===== src/design/bridge_seq_pkg.sv =====
// Constants and types shared by the phase-shift bridge sequencer
package bridge_seq_pkg;

	// System clock period in picoseconds (200 MHz)
	localparam int unsigned CLOCK_PERIOD_PS = 5000;

	// Default zero-voltage override delay, printed figure in ns
	localparam int unsigned DEFAULT_DELAY_NS = 320;

	// Longest wait, so round down; never below one cycle
	localparam int unsigned DEFAULT_DELAY_RAW = (DEFAULT_DELAY_NS * 1000) / CLOCK_PERIOD_PS;
	localparam int unsigned DEFAULT_DELAY_CYC = (DEFAULT_DELAY_RAW < 1) ? 1 : DEFAULT_DELAY_RAW;

	// Width of the override delay counter
	localparam int unsigned DELAY_CNT_W = 8;

	// Number of pin inputs passed through the synchroniser
	localparam int unsigned PIN_COUNT = 5;

	// Bit positions inside the synchronised pin vector
	localparam int unsigned PIN_OSC = 0;
	localparam int unsigned PIN_TRIP = 1;
	localparam int unsigned PIN_PASSIVE_ZV = 2;
	localparam int unsigned PIN_ACTIVE_ZV = 3;
	localparam int unsigned PIN_ENABLE = 4;

	// Reset values of the synchroniser and the diagonal phase
	localparam logic [PIN_COUNT-1:0] PINS_RESET = 5'h00;
	localparam logic PHASE_RESET = 1'b0;

	// Sequencer states: off, two power pulses, two freewheel intervals
	typedef enum logic [2:0] {
		st_off,
		st_power_one,
		st_free_one,
		st_power_two,
		st_free_two
	} seq_state_t;

endpackage : bridge_seq_pkg


===== src/design/pin_sync.sv =====
// Two-flop synchroniser for the asynchronous pin inputs
`timescale 1ns/1ps
module pin_sync (
	input wire logic clock_i,
	input wire logic sys_rst_i,
	input wire logic [bridge_seq_pkg::PIN_COUNT-1:0] pins_i,
	output logic [bridge_seq_pkg::PIN_COUNT-1:0] pins_o
);
	import bridge_seq_pkg::*;

	logic [PIN_COUNT-1:0] meta;

	// First stage feeds only the second stage
	always_ff @(posedge clock_i) begin
		if (sys_rst_i) begin
			meta <= PINS_RESET;
			pins_o <= PINS_RESET;
		end else begin
			meta <= pins_i;
			pins_o <= meta;
		end
	end

endmodule : pin_sync


===== src/design/zvs_gate.sv =====
// Turn-on gate for one bridge switch: waits for zero voltage or timeout
`timescale 1ns/1ps
module zvs_gate (
	input wire logic clock_i,
	input wire logic sys_rst_i,
	input wire logic command_i,
	input wire logic partner_off_i,
	input wire logic zv_ready_i,
	output logic drive_o
);
	import bridge_seq_pkg::*;

	logic [DELAY_CNT_W-1:0] wait_count;
	wire armed;
	wire timed_out;
	wire next_drive;

	// Armed once commanded and the opposite switch of the leg is off
	assign armed = command_i && partner_off_i && !drive_o;
	assign timed_out = (wait_count >= DELAY_CNT_W'(DEFAULT_DELAY_CYC));
	// Turn-off is immediate; turn-on waits for sensing or the override
	assign next_drive = command_i && (drive_o || (armed && (zv_ready_i || timed_out)));

	// Counter restarts whenever arming drops, so a stale wait never carries
	always_ff @(posedge clock_i) begin
		if (sys_rst_i) begin
			wait_count <= '0;
			drive_o <= 1'b0;
		end else begin
			wait_count <= armed ? (timed_out ? wait_count : wait_count + 1'b1) : '0;
			drive_o <= next_drive;
		end
	end

	// Override fires at the programmed delay
	property p_default_timeout;
		@(posedge clock_i) disable iff (sys_rst_i)
		(armed && command_i && timed_out) |=> drive_o;
	endproperty
	a_default_timeout: assert property (p_default_timeout) else $error("override did not fire");

	// Turn-on only after partner off and sensing or timeout
	property p_wait_turn_on;
		@(posedge clock_i) disable iff (sys_rst_i)
		$rose(drive_o) |-> $past(partner_off_i) && ($past(zv_ready_i) || $past(timed_out));
	endproperty
	a_wait_turn_on: assert property (p_wait_turn_on) else $error("turn-on without zv or timeout");

endmodule : zvs_gate


===== src/design/phase_shift_bridge_sequencer.sv =====
// Phase-shifted full-bridge sequencer: state machine, drives, checks
`timescale 1ns/1ps
module phase_shift_bridge_sequencer (
	input wire logic clock_i,
	input wire logic sys_rst_i,
	input wire logic osc_clock_i,
	input wire logic modulator_trip_i,
	input wire logic passive_zv_ready_i,
	input wire logic active_zv_ready_i,
	input wire logic run_enable_i,
	output logic passive_high_drive_o,
	output logic passive_low_drive_o,
	output logic active_high_drive_o,
	output logic active_low_drive_o,
	output logic rectifier_one_drive_o,
	output logic rectifier_two_drive_o,
	output logic diagonal_phase_o
);
	import bridge_seq_pkg::*;

	logic [PIN_COUNT-1:0] pins_sync;
	logic osc_prev;
	logic trip_prev;
	logic tick_pending;
	seq_state_t state;
	seq_state_t next_state;
	logic next_phase;
	logic next_pending;

	wire osc_tick;
	wire trip_evt;
	wire run_ok;
	wire passive_high_cmd;
	wire passive_low_cmd;
	wire active_high_cmd;
	wire active_low_cmd;
	wire next_rect_one;
	wire next_rect_two;

	// Pins enter through two flops before anything looks at them
	pin_sync u_pin_sync (
		.clock_i(clock_i),
		.sys_rst_i(sys_rst_i),
		.pins_i({run_enable_i, active_zv_ready_i, passive_zv_ready_i,
			modulator_trip_i, osc_clock_i}),
		.pins_o(pins_sync)
	);

	// Rising edges of the oscillator pulse and the comparator trip
	assign osc_tick = pins_sync[PIN_OSC] && !osc_prev;
	assign trip_evt = pins_sync[PIN_TRIP] && !trip_prev;
	assign run_ok = pins_sync[PIN_ENABLE];

	always_ff @(posedge clock_i) begin
		if (sys_rst_i) begin
			osc_prev <= 1'b0;
			trip_prev <= 1'b0;
		end else begin
			osc_prev <= pins_sync[PIN_OSC];
			trip_prev <= pins_sync[PIN_TRIP];
		end
	end

	// Four-state cycle; a tick with no trip ends the pulse at full duty
	always_comb begin
		next_state = state;
		next_phase = diagonal_phase_o;
		next_pending = 1'b0;
		case (state)
			st_off: begin
				if (run_ok) begin
					next_state = st_power_one;
					next_phase = PHASE_RESET;
				end
			end
			st_power_one: begin
				if (trip_evt || osc_tick) begin
					next_state = st_free_one;
					next_pending = osc_tick;
				end
			end
			st_free_one: begin
				if (osc_tick || tick_pending) begin
					next_state = st_power_two;
					next_phase = !diagonal_phase_o;
				end
			end
			st_power_two: begin
				if (trip_evt || osc_tick) begin
					next_state = st_free_two;
					next_pending = osc_tick;
				end
			end
			st_free_two: begin
				if (osc_tick || tick_pending) begin
					next_state = st_power_one;
					next_phase = !diagonal_phase_o;
				end
			end
			default: begin
				next_state = st_off;
			end
		endcase
		if (!run_ok) begin
			next_state = st_off;
			next_phase = PHASE_RESET;
		end
	end

	// Left leg follows the oscillator phase only, so it is the passive leg
	assign passive_high_cmd = (state == st_power_one) || (state == st_free_one);
	assign passive_low_cmd = (state == st_power_two) || (state == st_free_two);
	// Right leg flips on the comparator trip, shifting it against the left
	assign active_low_cmd = (state == st_power_one) || (state == st_free_two);
	assign active_high_cmd = (state == st_free_one) || (state == st_power_two);

	// Rectifier two pairs with passive high/active low, one with the others
	assign next_rect_one = (next_state == st_free_one) || (next_state == st_power_two)
		|| (next_state == st_free_two);
	assign next_rect_two = (next_state == st_power_one) || (next_state == st_free_one)
		|| (next_state == st_free_two);

	// State, phase and rectifier drives
	always_ff @(posedge clock_i) begin
		if (sys_rst_i) begin
			state <= st_off;
			diagonal_phase_o <= PHASE_RESET;
			tick_pending <= 1'b0;
			rectifier_one_drive_o <= 1'b0;
			rectifier_two_drive_o <= 1'b0;
		end else begin
			state <= next_state;
			diagonal_phase_o <= next_phase;
			tick_pending <= next_pending;
			rectifier_one_drive_o <= next_rect_one;
			rectifier_two_drive_o <= next_rect_two;
		end
	end

	// One gate per bridge switch; dead time keeps each high time under half
	zvs_gate u_passive_high (
		.clock_i(clock_i),
		.sys_rst_i(sys_rst_i),
		.command_i(passive_high_cmd),
		.partner_off_i(!passive_low_drive_o),
		.zv_ready_i(pins_sync[PIN_PASSIVE_ZV]),
		.drive_o(passive_high_drive_o)
	);

	zvs_gate u_passive_low (
		.clock_i(clock_i),
		.sys_rst_i(sys_rst_i),
		.command_i(passive_low_cmd),
		.partner_off_i(!passive_high_drive_o),
		.zv_ready_i(pins_sync[PIN_PASSIVE_ZV]),
		.drive_o(passive_low_drive_o)
	);

	zvs_gate u_active_high (
		.clock_i(clock_i),
		.sys_rst_i(sys_rst_i),
		.command_i(active_high_cmd),
		.partner_off_i(!active_low_drive_o),
		.zv_ready_i(pins_sync[PIN_ACTIVE_ZV]),
		.drive_o(active_high_drive_o)
	);

	zvs_gate u_active_low (
		.clock_i(clock_i),
		.sys_rst_i(sys_rst_i),
		.command_i(active_low_cmd),
		.partner_off_i(!active_high_drive_o),
		.zv_ready_i(pins_sync[PIN_ACTIVE_ZV]),
		.drive_o(active_low_drive_o)
	);

	// Phase flips on every tick in a freewheel state while running
	property p_phase_toggle;
		@(posedge clock_i) disable iff (sys_rst_i)
		((state == st_free_one || state == st_free_two) && osc_tick && run_ok)
			|=> diagonal_phase_o != $past(diagonal_phase_o);
	endproperty
	a_phase_toggle: assert property (p_phase_toggle) else $error("phase did not toggle");

	// Passive high only starts in the first diagonal phase
	property p_half_rate;
		@(posedge clock_i) disable iff (sys_rst_i)
		$rose(passive_high_drive_o) |-> $past(diagonal_phase_o) == 1'b0;
	endproperty
	a_half_rate: assert property (p_half_rate) else $error("passive high in wrong phase");

	// Passive low only starts in the second diagonal phase
	property p_half_rate_low;
		@(posedge clock_i) disable iff (sys_rst_i)
		$rose(passive_low_drive_o) |-> $past(diagonal_phase_o) == 1'b1;
	endproperty
	a_half_rate_low: assert property (p_half_rate_low) else $error("low in wrong phase");

	// Never both switches of a leg on
	property p_no_overlap;
		@(posedge clock_i) disable iff (sys_rst_i)
		!(passive_high_drive_o && passive_low_drive_o)
			&& !(active_high_drive_o && active_low_drive_o);
	endproperty
	a_no_overlap: assert property (p_no_overlap) else $error("leg shoot-through");

	// Trip moves active leg while passive leg holds
	property p_trip_moves_active;
		@(posedge clock_i) disable iff (sys_rst_i)
		(state == st_power_one && trip_evt && run_ok)
			|=> state == st_free_one ##1 !active_low_drive_o && passive_high_cmd;
	endproperty
	a_trip_moves_active: assert property (p_trip_moves_active) else $error("trip ignored");

	// Active high only while the active leg is flipped
	property p_active_leg;
		@(posedge clock_i) disable iff (sys_rst_i)
		$rose(active_high_drive_o) |-> ($past(state) == st_free_one || $past(state) == st_power_two);
	endproperty
	a_active_leg: assert property (p_active_leg) else $error("active high out of turn");

	// Power one must pass through a freewheel before power two
	property p_four_states;
		@(posedge clock_i) disable iff (sys_rst_i)
		state == st_power_one |=> state != st_power_two && state != st_free_two;
	endproperty
	a_four_states: assert property (p_four_states) else $error("state skipped");

	// Outputs in the first power state
	property p_power_one_outputs;
		@(posedge clock_i) disable iff (sys_rst_i)
		(state == st_power_one) |-> rectifier_two_drive_o && !rectifier_one_drive_o
			&& !active_high_drive_o && passive_high_cmd && active_low_cmd;
	endproperty
	a_power_one_outputs: assert property (p_power_one_outputs) else $error("state 1 outputs");

	// End of state one: rectifier one on, active low off a cycle later
	property p_end_state_one;
		@(posedge clock_i) disable iff (sys_rst_i)
		(state == st_power_one && trip_evt && run_ok)
			|=> rectifier_one_drive_o ##1 !active_low_drive_o;
	endproperty
	a_end_state_one: assert property (p_end_state_one) else $error("state 1 end");

	// Both rectifiers conduct through the first freewheel
	property p_free_one_rects;
		@(posedge clock_i) disable iff (sys_rst_i)
		(state == st_free_one) |-> rectifier_one_drive_o && rectifier_two_drive_o;
	endproperty
	a_free_one_rects: assert property (p_free_one_rects) else $error("state 2 rectifiers");

	// End of state two on the clock tick
	property p_end_state_two;
		@(posedge clock_i) disable iff (sys_rst_i)
		(state == st_free_one && osc_tick && run_ok)
			|=> !rectifier_two_drive_o ##1 !passive_high_drive_o;
	endproperty
	a_end_state_two: assert property (p_end_state_two) else $error("state 2 end");

	// Passive high never drops except on the tick or disable
	property p_passive_off_tick;
		@(posedge clock_i) disable iff (sys_rst_i)
		$fell(passive_high_drive_o) |-> $past(osc_tick, 2) || $past(tick_pending, 2)
			|| $past(osc_tick, 3) || !$past(run_ok, 2);
	endproperty
	a_passive_off_tick: assert property (p_passive_off_tick) else $error("early passive off");

	// Rectifier one on and rectifier two off during second power state
	property p_rect_pairing;
		@(posedge clock_i) disable iff (sys_rst_i)
		(state == st_power_two) |-> rectifier_one_drive_o && !rectifier_two_drive_o;
	endproperty
	a_rect_pairing: assert property (p_rect_pairing) else $error("rectifier pairing");

	// Main scenarios
	c_full_cycle: cover property (@(posedge clock_i) disable iff (sys_rst_i)
		state == st_free_two ##1 state == st_power_one);
	c_trip_end: cover property (@(posedge clock_i) disable iff (sys_rst_i)
		state == st_power_one && trip_evt);
	c_full_duty: cover property (@(posedge clock_i) disable iff (sys_rst_i)
		state == st_power_two && osc_tick);
	c_pending_tick: cover property (@(posedge clock_i) disable iff (sys_rst_i)
		state == st_free_two && tick_pending);
	c_drop_enable: cover property (@(posedge clock_i) disable iff (sys_rst_i)
		state != st_off && !run_ok);

endmodule : phase_shift_bridge_sequencer


===== config.mk =====
export PLATFORM = sky130hd
export DESIGN_NAME = phase_shift_bridge_sequencer
export DESIGN_NICKNAME = d
export VERILOG_FILES = /design/src/design/bridge_seq_pkg.sv /design/src/design/pin_sync.sv /design/src/design/zvs_gate.sv /design/src/design/phase_shift_bridge_sequencer.sv
export SDC_FILE = /design/constraint.sdc
export NUM_CORES = 1
export LEC_CHECK = 0
export BUFFER_PORTS_ARGS = -buffer_cell sky130_fd_sc_hd__clkbuf_2
export CAP_MARGIN = 20
export CORE_MARGIN = 2
export CORE_UTILIZATION = 55
export CTS_CLUSTER_DIAMETER = 200
export DETAILED_ROUTE_END_ITERATION = 6
export GPL_TIMING_DRIVEN = 0
export PLACE_DENSITY = 0.8
export SLEW_MARGIN = 10
export SYNTH_ARGS = -nofsm -noshare
export SYNTH_HDL_FRONTEND = slang
export SYNTH_SLANG_ARGS = --single-unit

===== constraint.sdc =====
create_clock -name clock_i -period 4.07 [get_ports clock_i]
set_clock_uncertainty 0.2 [all_clocks]
set_input_delay 0.2035 -clock clock_i [delete_from_list [all_inputs] [get_ports clock_i]]
set_output_delay 0.2035 -clock clock_i [all_outputs]
set_load 0.05 [all_outputs]

==> flow_summary.json <==
{
  "synth_top_cell_by_area": "dfxtp_1",
  "cts_max_level": 2,
  "grt_pass1_vias": 1419,
  "placed_cells": 291,
  "io_pins": 14,
  "synthArstFlopShare_pct": 0,
  "root_buffer": "clkbuf_8",
  "worst_pin_slew_ns": 0.5075,
  "cts_setup_buffers": 0,
  "place_area_um2": 2275,
  "start_util_pct": 57.85,
  "via_per_inst": 5.258,
  "critPathRequiredTime_ns": 4.11,
  "final_nets": 266,
  "p_leak_nw": 0.9162,
  "grt-ovfl-total": 0,
  "rsz0062_at_grt": "false",
  "grt_first_pass_wirelength_um": 5858,
  "instances_no_fill": 302,
  "relSlewSlack_pct": 66.17,
  "die_w_um": 66.52,
  "wire_per_inst_um": 11.22,
  "path_cells": "or3b_4, a21oi_4, nand2_4, a21oi_2",
  "fmax_mhz": 650.0,
  "power_density_nw_per_um2": 349.6,
  "setup-violations-final": 0,
  "synth_ff_type": "dfxtp_1",
  "n_antenna_cell": 0,
  "hold_start": "sys_rst_i",
  "cp_slowest_cell": "or3b_4",
  "hpwl_um": 2407,
  "numCtsBuffers": 5,
  "grtUsageTotal_pct": 17.34,
  "critical_path_class": "reg2reg",
  "synth.net_count": 241,
  "dieArea_um2": 4424,
  "portBuffers": 13,
  "antenna_found_initial": 0,
  "ys_top_cells_by_area": "dfxtp_1 51%, nor2_1 6.5%, xor2_1 5.7%, nor2b_1 4.7%, xnor2_1 2.9%",
  "fin_hold_ws_ns": 0.04675,
  "end_kind": "register",
  "antenna_left": 0,
  "fill_cells": 309,
  "grt_max_degree": 15,
  "synth_edf_count": 0,
  "status": "completed",
  "rows": 22,
  "ys_ff_latch": 55,
  "routabilityCongestion": 0.8039,
  "fin_area_um2": 2397,
  "synth_cell_type_count": 37,
  "startpoint": "state[2]",
  "netlist_instances": 230,
  "finalCriticalPeriod_ns": 1.538,
  "arrival_ns": 1.58,
  "path_clk_slew_ns": 0.09,
  "syn2layout_area_growth_pct": 11.53,
  "crit_fanout": 7,
  "wl_um": 3388,
  "crit_path_max_incr_delay_ns": 0.43,
  "vias": 1588,
  "period_share_pct": 37.80,
  "synth_top_area_share_pct": 51.22,
  "dp_slack_ns": 2.436,
  "r2r_start": "state[2]",
  "finalPower_mw": 0.8382,
  "setup_tns_ns": 0,
  "core-area_um2": 3716,
  "clock_sinks": 55,
  "final-max-slew-violation-count": 0,
  "synth_area_um2": 2150,
  "final_util_pct": 64.51,
  "drc": 0,
  "first_pass_iters": 4,
  "seq_area_frac_synth_pct": 51.22,
  "clock_path_buffers": 2,
  "final-hold-violation-count": 0,
  "ys_warn_count": 0,
  "worst_slack_ns": 2.532,
  "die_h_um": 66.52,
  "clock_latency_ns": 0.30,
  "drive_gt1_share_pct": 13.78,
  "holdCritPathClass": "in2reg",
  "drv_cap": 0,
  "cts_tree": "yes",
  "drt_iter0_drc": 59,
  "critPathLaunchType": "register",
  "avgSynthCellArea_um2": 9.346,
  "ir_drop_uv": 284.5
}
-- cells in the mapped netlist, types with 3 or more instances --
master,count
nand4_1,9
nand2_1,15
o21a_1,3
and3_1,8
xor2_1,14
nor3_1,9
buf_2,3
o21ai_0,6
xnor2_1,7
a21oi_1,7
nand3_1,4
nor2_1,37
dfxtp_1,55
ha_1,4
nor2_2,7
nor2b_1,16
-- per-layer routing --
metal	track usage (%)	wire length [um]
met5	0	0
met4	7.908	86
met3	4.054	125
met2	28.63	1538
met1	21.43	1637
-- cell type report --
type / instances / area (um^2) / area share [%]
clock buffer: 6 / 72.57 / 3.027
buffer: 5 / 22.52 / 0.9395
inverter: 1 / 3.754 / 0.1566
tap: 48 / 60.06 / 2.505
timing repair buffer: 18 / 115.1 / 4.802
sequential: 55 / 1101 / 45.93
multi-input combinational: 169 / 1022 / 42.64
-- report_power, final --
group          internal (mW)  total, mW  switching [mW]
logic                 0.0127     0.0261          0.0134
clock network          0.115      0.266           0.151
registers              0.544      0.546         0.00254
-- layout by cell type (no fill, tap or decap), types with 2 or more instances in the layout --
cell            n
nor2_2          7
nor2_1         37
o21ai_0         6
nand3_1         4
nor2b_1        16
nand4_1         9
ha_1            4
nand2b_1        2
nor3_1          9
a21oi_2         2
or3_1           2
and3_1          8
buf_2           3
clkbuf_8        5
a21oi_1         7
clkbuf_2       13
a31oi_1         2
o21a_1          3
clkbuf_1        3
xnor2_1         7
dlygate4sd3_1   5
dfxtp_1        55
xor2_1         14
nand2_1        15
-- final timing paths --
kind / end / slack [ns] / cells past startpoint
worst max-delay path: u_passive_low.wait_count[1] / 2.53 / 4
worst min-delay path: state[0] / 0.05 / 3
worst max register to register: u_passive_low.wait_count[1] / 2.53 / 4
worst min register to register: u_pin_sync.pins_o[4] / 0.24 / 1
-- timing repair --
action,CTS,global route
hold buffers,5,0
endpoints found under the hold margin,5,0
gates resized for setup,0,0
-- worst max-delay path, delay by kind of cell, from the launching register on --
| family | cells | cell delay, ns |
|---|---|---|
| flops | 1 | 0.41 |
| simple gates | 2 | 0.55 |
| compound gates | 2 | 0.33 |
-- flip-flops by register name, indices dropped and copies added, names as in the netlist, 3 cells and up --
register,count
u_active_high.wait_count,8
u_active_low.wait_count,8
u_passive_high.wait_count,8
u_passive_low.wait_count,8
u_pin_sync.meta,5
u_pin_sync.pins_o,5
state,3
-- cells by family (layout without fill, tap and decap cells) --
kind of cell,count (synthesis),count (layout),synth area share [%]
AOI/OAI and AO/OA,27,27,8.557
xor gates and xnor gates,21,21,8.557
and+or+nand+nor,117,117,28.11
adders and majority gates,4,4,2.328
buffers and inverters,6,30,1.222
DFF,55,55,51.22
Note: power is estimated with default switching activity, not from simulation.
